$ cat src/common/fetch_pkg.sv
package fetch_pkg;
  localparam int ADDR_W = 32;
  localparam int WORD_W = 16;
  localparam int NUM_BUS = 2;
  localparam int BUF_W = 48;
  // Address bit that picks the memory bus for an access
  localparam int BUS_SEL_BIT = 23;
  // Field of the first word that sizes the instruction
  localparam int LEN_LSB = 14;
  localparam logic [1:0] LEN_ONE_WORD = 2'h0;
  localparam logic [1:0] LEN_TWO_WORDS = 2'h1;
  localparam logic [ADDR_W-1:0] RESET_VEC_ADDR = 32'h0000_0000;
  localparam logic [2:0] BYTES_NONE = 3'h0;
  localparam logic [2:0] BYTES_ONE = 3'h1;
  localparam logic [2:0] BYTES_WORD = 3'h2;
  localparam logic [2:0] BYTES_VEC = 3'h4;
  localparam logic [2:0] BYTES_TWO_WORDS = 3'h4;
  localparam logic [2:0] BYTES_MAX = 3'h6;

  typedef enum logic [1:0] {
    ST_VEC = 2'h0,
    ST_FIRST = 2'h1,
    ST_REST = 2'h3,
    ST_DONE = 2'h2
  } fetch_state_t;

  typedef struct packed {
    logic [ADDR_W-1:0] addr;
    logic [1:0] words;
    logic [WORD_W-1:0] op;
    logic [WORD_W-1:0] ext1;
    logic [WORD_W-1:0] ext2;
  } insn_t;

  typedef struct packed {
    logic req;
    logic [ADDR_W-1:0] addr;
    logic we;
    logic [WORD_W-1:0] wdata;
  } mem_req_t;

  typedef struct packed {
    logic ack;
    logic narrow;
    logic [WORD_W-1:0] rdata;
  } mem_rsp_t;

  typedef struct packed {
    logic valid;
    logic relative;
    logic [ADDR_W-1:0] target;
  } redirect_t;
endpackage

$ cat src/rtl/instruction_fetch_front_end.sv
`timescale 1ns/1ps
module instruction_fetch_front_end
  import fetch_pkg::*;
(
  // Clock and reset
  input wire logic sys_clk,
  input wire logic resetn,
  // Memory buses behind the arbiter
  output mem_req_t [NUM_BUS-1:0] memReq,
  input wire mem_rsp_t [NUM_BUS-1:0] memRsp,
  // Data port of the execution unit
  input wire mem_req_t execReq,
  output logic execAck,
  output logic [WORD_W-1:0] execRdata,
  // Instruction hand-over
  output logic insnValid,
  output insn_t insn,
  input wire logic insnAccept,
  // Program flow control
  input wire redirect_t redirect,
  input wire logic vecReq,
  input wire logic [ADDR_W-1:0] vecAddr,
  output logic vecAck
);
  logic rstMeta_q, rstn_q;
  fetch_state_t state_q;
  logic [ADDR_W-1:0] fetchPc_q, insnStart_q, pcNext_q;
  logic [BUF_W-1:0] buf_q;
  logic [2:0] byteCnt_q, needBytes_q;
  logic fetchPend_q, fetchStale_q, execPend_q;
  logic execAck_q, vecAck_q, insnValid_q;
  logic [WORD_W-1:0] execRdata_q;
  insn_t insn_q;
  mem_req_t [NUM_BUS-1:0] memReq_q;
  logic [NUM_BUS-1:0] ownExec_q;

  logic [NUM_BUS-1:0] busFree, issueExec, issueFetch;
  logic fetchNeed, execWant, vecStart, take, outFree;
  logic fetchBus, execBus, fetchAck, fetchNarrow, execHit;
  logic [WORD_W-1:0] fetchData, execData;
  logic [2:0] got, newCnt;
  logic [BUF_W-1:0] newBuf;
  logic [ADDR_W-1:0] redirTarget;

  function automatic logic [2:0] bytesFor(input logic [WORD_W-1:0] w);
    case (w[LEN_LSB +: 2])
      LEN_ONE_WORD: bytesFor = BYTES_WORD;
      LEN_TWO_WORDS: bytesFor = BYTES_TWO_WORDS;
      default: bytesFor = BYTES_MAX;
    endcase
  endfunction

  function automatic insn_t packInsn(input logic [BUF_W-1:0] b,
                                     input logic [2:0] n,
                                     input logic [ADDR_W-1:0] a);
    insn_t r;
    r = '0;
    r.addr = a;
    r.words = n[2:1];
    case (n)
      BYTES_WORD: r.op = b[15:0];
      BYTES_TWO_WORDS: begin
        r.op = b[31:16];
        r.ext1 = b[15:0];
      end
      default: begin
        r.op = b[47:32];
        r.ext1 = b[31:16];
        r.ext2 = b[15:0];
      end
    endcase
    packInsn = r;
  endfunction

  always_ff @(posedge sys_clk or negedge resetn) begin
    if (!resetn) begin
      rstMeta_q <= 1'b0;
      rstn_q <= 1'b0;
    end else begin
      rstMeta_q <= 1'b1;
      rstn_q <= rstMeta_q;
    end
  end

  // Bus answers are steered back by who owns each bus
  always_comb begin
    fetchAck = 1'b0;
    fetchNarrow = 1'b0;
    fetchData = '0;
    execHit = 1'b0;
    execData = '0;
    for (int b = 0; b < NUM_BUS; b++) begin
      if (memReq_q[b].req && memRsp[b].ack) begin
        if (ownExec_q[b]) begin
          execHit = 1'b1;
          execData = memRsp[b].rdata;
        end else begin
          fetchAck = 1'b1;
          fetchNarrow = memRsp[b].narrow;
          fetchData = memRsp[b].rdata;
        end
      end
    end
  end

  assign redirTarget = redirect.relative ? pcNext_q + redirect.target
                                         : redirect.target;
  assign vecStart = vecReq && state_q == ST_FIRST && byteCnt_q == BYTES_NONE
                    && !fetchPend_q && !redirect.valid;
  assign fetchNeed = state_q != ST_DONE && !fetchPend_q && !redirect.valid
                     && !vecStart;
  assign execWant = execReq.req && !execPend_q;
  assign fetchBus = fetchPc_q[BUS_SEL_BIT];
  assign execBus = execReq.addr[BUS_SEL_BIT];
  assign take = fetchAck && !fetchStale_q && !redirect.valid;
  // Odd address or 8-bit bus yields a single byte
  assign got = (fetchNarrow || fetchPc_q[0]) ? BYTES_ONE : BYTES_WORD;
  assign newCnt = byteCnt_q + got;
  assign newBuf = (got == BYTES_WORD) ? {buf_q[BUF_W-17:0], fetchData}
                                      : {buf_q[BUF_W-9:0], fetchData[7:0]};
  assign outFree = !insnValid_q || insnAccept;

  generate
    for (genvar b = 0; b < NUM_BUS; b++) begin : g_bus
      assign busFree[b] = !memReq_q[b].req || memRsp[b].ack;
      assign issueExec[b] = execWant && execBus == b && busFree[b];
      // Fetch yields the bus to the execution unit
      assign issueFetch[b] = fetchNeed && fetchBus == b && busFree[b]
                             && !issueExec[b];

      always_ff @(posedge sys_clk or negedge rstn_q) begin
        if (!rstn_q) begin
          memReq_q[b] <= '0;
          ownExec_q[b] <= 1'b0;
        end else if (issueExec[b]) begin
          memReq_q[b] <= execReq;
          ownExec_q[b] <= 1'b1;
        end else if (issueFetch[b]) begin
          memReq_q[b] <= '{req: 1'b1, addr: fetchPc_q, we: 1'b0,
                           wdata: '0};
          ownExec_q[b] <= 1'b0;
        end else if (memRsp[b].ack) begin
          memReq_q[b].req <= 1'b0;
        end
      end

    end
  endgenerate

  // Execution port bookkeeping
  always_ff @(posedge sys_clk or negedge rstn_q) begin
    if (!rstn_q) begin
      execPend_q <= 1'b0;
      execAck_q <= 1'b0;
      execRdata_q <= '0;
    end else begin
      execAck_q <= execHit;
      if (execHit) begin
        execRdata_q <= execData;
      end
      if (|issueExec) begin
        execPend_q <= 1'b1;
      end else if (execAck_q) begin
        execPend_q <= 1'b0;
      end
    end
  end

  // Outstanding fetch; answers to a flushed fetch are dropped
  always_ff @(posedge sys_clk or negedge rstn_q) begin
    if (!rstn_q) begin
      fetchPend_q <= 1'b0;
      fetchStale_q <= 1'b0;
    end else begin
      if (|issueFetch) begin
        fetchPend_q <= 1'b1;
      end else if (fetchAck) begin
        fetchPend_q <= 1'b0;
      end
      if (fetchAck) begin
        fetchStale_q <= 1'b0;
      end else if (redirect.valid && fetchPend_q) begin
        fetchStale_q <= 1'b1;
      end
    end
  end

  // Fetch sequencing and program counter
  always_ff @(posedge sys_clk or negedge rstn_q) begin
    if (!rstn_q) begin
      state_q <= ST_VEC;
      fetchPc_q <= RESET_VEC_ADDR;
      insnStart_q <= '0;
      byteCnt_q <= BYTES_NONE;
      needBytes_q <= BYTES_WORD;
      buf_q <= '0;
    end else if (redirect.valid) begin
      state_q <= ST_FIRST;
      fetchPc_q <= redirTarget;
      insnStart_q <= redirTarget;
      byteCnt_q <= BYTES_NONE;
    end else if (vecStart) begin
      state_q <= ST_VEC;
      fetchPc_q <= vecAddr;
      byteCnt_q <= BYTES_NONE;
    end else if (take) begin
      buf_q <= newBuf;
      byteCnt_q <= newCnt;
      fetchPc_q <= fetchPc_q + ADDR_W'(got);
      case (state_q)
        ST_VEC: begin
          if (newCnt == BYTES_VEC) begin
            state_q <= ST_FIRST;
            fetchPc_q <= newBuf[ADDR_W-1:0];
            insnStart_q <= newBuf[ADDR_W-1:0];
            byteCnt_q <= BYTES_NONE;
          end
        end
        ST_FIRST: begin
          if (newCnt == BYTES_WORD) begin
            needBytes_q <= bytesFor(newBuf[WORD_W-1:0]);
            state_q <= (bytesFor(newBuf[WORD_W-1:0]) == BYTES_WORD)
                       ? ST_DONE : ST_REST;
          end
        end
        ST_REST: begin
          if (newCnt == needBytes_q) begin
            state_q <= ST_DONE;
          end
        end
        default: state_q <= state_q;
      endcase
    end else if (state_q == ST_DONE && outFree) begin
      state_q <= ST_FIRST;
      insnStart_q <= fetchPc_q;
      byteCnt_q <= BYTES_NONE;
    end
  end

  // Hand-over register; held until accepted or flushed by a redirect
  always_ff @(posedge sys_clk or negedge rstn_q) begin
    if (!rstn_q) begin
      insnValid_q <= 1'b0;
      insn_q <= '0;
      pcNext_q <= '0;
      vecAck_q <= 1'b0;
    end else begin
      vecAck_q <= vecStart;
      // Relative base follows the instruction execution took, not one merely shown
      if (insnValid_q && insnAccept) begin
        pcNext_q <= insn_q.addr + ADDR_W'({insn_q.words, 1'b0});
      end
      if (redirect.valid) begin
        insnValid_q <= 1'b0;
      end else if (state_q == ST_DONE && outFree) begin
        insnValid_q <= 1'b1;
        insn_q <= packInsn(buf_q, needBytes_q, insnStart_q);
      end else if (insnAccept) begin
        insnValid_q <= 1'b0;
      end
    end
  end

  assign memReq = memReq_q;
  assign execAck = execAck_q;
  assign execRdata = execRdata_q;
  assign insnValid = insnValid_q;
  assign insn = insn_q;
  assign vecAck = vecAck_q;
endmodule

$ cat config.mk
export PLATFORM = sky130hd
export DESIGN_NAME = instruction_fetch_front_end
export DESIGN_NICKNAME = d
export VERILOG_FILES = /design/src/common/fetch_pkg.sv /design/src/rtl/instruction_fetch_front_end.sv
export SDC_FILE = /design/constraint.sdc
export NUM_CORES = 1
export LEC_CHECK = 0
export ABC_AREA = 1
export BUFFER_PORTS_ARGS = -buffer_cell sky130_fd_sc_hd__buf_4
export CAP_MARGIN = 20
export CORE_ASPECT_RATIO = 1.75
export CORE_MARGIN = 2
export CORE_UTILIZATION = 30
export CTS_CLUSTER_SIZE = 8
export DETAILED_ROUTE_END_ITERATION = 10
export PLACE_DENSITY = 0.48
export REMOVE_ABC_BUFFERS = 1
export SLEW_MARGIN = 30
export SYNTH_ARGS = -nofsm -noshare
export SYNTH_HDL_FRONTEND = slang
export SYNTH_SLANG_ARGS = --single-unit
$ cat constraint.sdc
create_clock -name sys_clk -period 10.5 [get_ports sys_clk]
set_input_delay 1.05 -clock sys_clk [delete_from_list [all_inputs] [get_ports sys_clk]]
set_output_delay 1.05 -clock sys_clk [all_outputs]
set_load 0.02 [all_outputs]
==> metrics.yaml <==
status: "finished, final reports clean"
rr_worst_depth: 17
ant_nets: 0
fmax_ghz: 0.191
h-tree-depth: 2
clk_pin_slew_ns: 0.05
critPathKind: "in -> reg"
wirelength_um: 88600
synth-warning-count: 0
via_per_inst: 5.07
crit_chain: "buf_4 -> nand2_1 -> nor2_4 -> nand2_1 -> nand3_2 -> buf_4 -> inv_2 -> fa_1 -> nor2_1 -> nand2_1 -> nor2_4 -> nor2_1 -> nor2_1 -> nand2_2 -> inv_2 -> o21ai_0 -> a21oi_1 -> a21oi_1"
postSynthAreaPerCell_um2: 7.28
worstPathMaxFanout: 52
setup_tns_ns: 0
initial_utilization_pct: 30.1
drv_cap: 0
yosysSeqAreaShare_pct: 44.4
drv_slew: 0
worst_pin_slew_ns: 0.913
synth_cells: 2780
grt.overflow.total: 0
numCtsBuffers: 50
cts_tree: "built"
leakage_uw: 0.0122
final_util_pct: 37.3
die_h_um: 348
synth_edf_count: 0
core_um2: 67200
syn2layout_area_growth_pct: 24.0
cts.sinks: 359
slowest_stage: "inv_2"
antenna_found_initial: 1
port_buffers: 356
cts_root_buf: "clkbuf_16"
fin_skew_ns: 0.0253
finalNetCount: 3284
cp_data_required_time_ns: 10.97
dieWidth_um: 200
grt_setup_unrepaired: "false"
drt-pass1-iter-count: 6
wl_per_cell_um: 22.2
dp.cells: 3930
power_density_nw_per_um2: 288
diodes: 0
start_kind: "primary input"
grt_usage_pct: 24.9
fill_cells: 7268
min_period_ns: 5.25
vias: 20235
num_rows: 126
io_pins: 357
hold_violations: 0
dieArea_um2: 69600
cts_resized: 0
grt_first_pass_wirelength_um: 131000
p_total_uw: 7230
postCtsSetupRepairBufs: 0
synth-seq-cells: 359
arrival_ns: 5.71
place.gp.congestion: 0.949
async_reset_ff_share_pct: 100
vdd_drop_max_mv: 0.116
slew_headroom_pct: 39.1
hold_path_class: "in -> async"
fin_crit_sh_pct: 50.0
r2r_slack_ns: 5.41
critPathCaptureType: "flip-flop"
grt_max_degree: 139
stdcell_count: 3994
dp_hpwl_um: 68400
drive_gt1_share_pct: 15.6
slowest_delay_ns: 0.68
drtIter0Drc: 1673
holdBufCountCts: 0
synth_area_um2: 20200
clk_latency_ns: 0.60
setup_viol: 0
grt_pass1_vias: 20417
synth_flop_cell: "dfrtp_1"
drc: 0
clk_path_buf_depth: 3
synthDistinctLibCells: 51
synth_stat cells, types with 3 or more instances:
master | instances | area (µm²)
o21ai_1 | 57 | 285
ha_1 | 37 | 463
fa_1 | 4 | 80.1
a21oi_1 | 110 | 551
buf_1 | 4 | 15.0
nor3_1 | 32 | 160
o22ai_1 | 24 | 150
dfrtp_1 | 358 | 8960
xnor2_1 | 8 | 70.1
nand3b_1 | 3 | 22.5
a221oi_1 | 7 | 61.3
a31oi_1 | 16 | 100
buf_4 | 5 | 37.5
nor2_4 | 3 | 33.8
nor3_2 | 3 | 30.0
nor2_1 | 281 | 1050
nand3_1 | 151 | 756
a211oi_1 | 9 | 67.6
inv_1 | 248 | 931
nand4_1 | 20 | 125
a41oi_1 | 8 | 70.1
a21o_1 | 3 | 22.5
nor2_2 | 8 | 50.1
o21bai_1 | 6 | 45.0
buf_2 | 31 | 155
o21ai_0 | 209 | 1050
nand2_1 | 887 | 3330
clkbuf_1 | 85 | 319
nand2_2 | 4 | 25.0
inv_2 | 16 | 60.1
o31ai_1 | 17 | 128
xor2_1 | 31 | 272
o211ai_1 | 70 | 526
worst max-delay path, delay by kind of cell:
kind            cells  cell delay (ns)
simple gates       10             1.91
fa+ha+maj           1             0.61
compound gates      3             0.45
buf+inv             4             1.64
sequential cells by signal, summed over array words and instances (netlist names):
register / count
insnValid: 1
insn: 82
state_q: 2
memReq: 100
pcNext_q: 32
fetchPend_q: 1
ownExec_q: 2
byteCnt_q: 3
execPend_q: 1
execRdata: 16
buf_q: 48
needBytes_q: 2
rstn_q: 1
vecAck: 1
insnStart_q: 32
execAck: 1
fetchStale_q: 1
rstMeta_q: 1
fetchPc_q: 32
report_power, final:
| group | total (µW) | internal (µW) | switching [µW] |
|---|---|---|---|
| Sequential | 2430 | 1920 | 505 |
| Combinational | 3330 | 1100 | 2220 |
| Clock | 1480 | 861 | 618 |
logic make-up (layout without fill, tap and decap cells):
family,after synthesis,after routing,synth area share (%)
simple gates,1403,1403,28.1
compound gates,544,544,15.4
buf+inv,393,711,7.65
flops,359,359,44.4
fa+ha+maj,41,41,2.68
xor+xnor,39,39,1.69
other cells,1,1,0.0185
through the flow:
step	area [µm²]	setup WS, ns	hold slack, ns
floorplan	19700	-0.245	0.331
global placement	23700	4.37	0.343
detailed placement	23700	4.16	0.347
CTS	25000	4.80	0.195
global route	25100	4.85	0.204
finish	25100	5.25	0.225
layout by cell type (no fill, tap or decap), types with 11 or more instances in the layout:
| cell | n |
|---|---|
| nand2_1 | 886 |
| buf_4 | 378 |
| dfrtp_1 | 357 |
| nor2_1 | 279 |
| inv_1 | 246 |
| o21ai_0 | 209 |
| nand3_1 | 151 |
| a21oi_1 | 110 |
| o211ai_1 | 70 |
| o21ai_1 | 57 |
| clkbuf_16 | 51 |
| ha_1 | 37 |
| nor3_1 | 31 |
| xor2_1 | 31 |
| o22ai_1 | 24 |
| nand4_1 | 20 |
| o31ai_1 | 17 |
| a31oi_1 | 16 |
| inv_2 | 15 |
| clkbuf_1 | 11 |
cell type report:
type	count	area [µm²]	area share, %
Multi-Input combinational cell	2028	9740	38.8
Sequential cell	359	8990	35.8
Timing Repair Buffer	382	2910	11.6
Clock buffer	62	1320	5.25
Tap cell	896	1120	4.47
Inverter	266	1000	4.00
Clock inverter	1	8.76	0.0349
path summary, 6_finish.rpt:
check                                  endpoint       start
min in group sys_clk                     rstn_q   rstMeta_q
max in group asynchronous            memReq[94]      rstn_q
worst min register to register           rstn_q   rstMeta_q
worst max register to register  insnStart_q[14]  memReq[99]
worst min-delay path                     rstn_q      resetn
worst max-delay path            insnStart_q[14]  memRsp[35]
metal layers:
layer	vias up	global-route usage, %	routed length, µm
met1	9754	28.6	35000
met2	643	46.2	46000
met5	-	0	12
li1	9672	-	-
met3	164	2.86	3470
met4	2	11.2	4130
No activity file was read; power rests on OpenSTA's default activity.
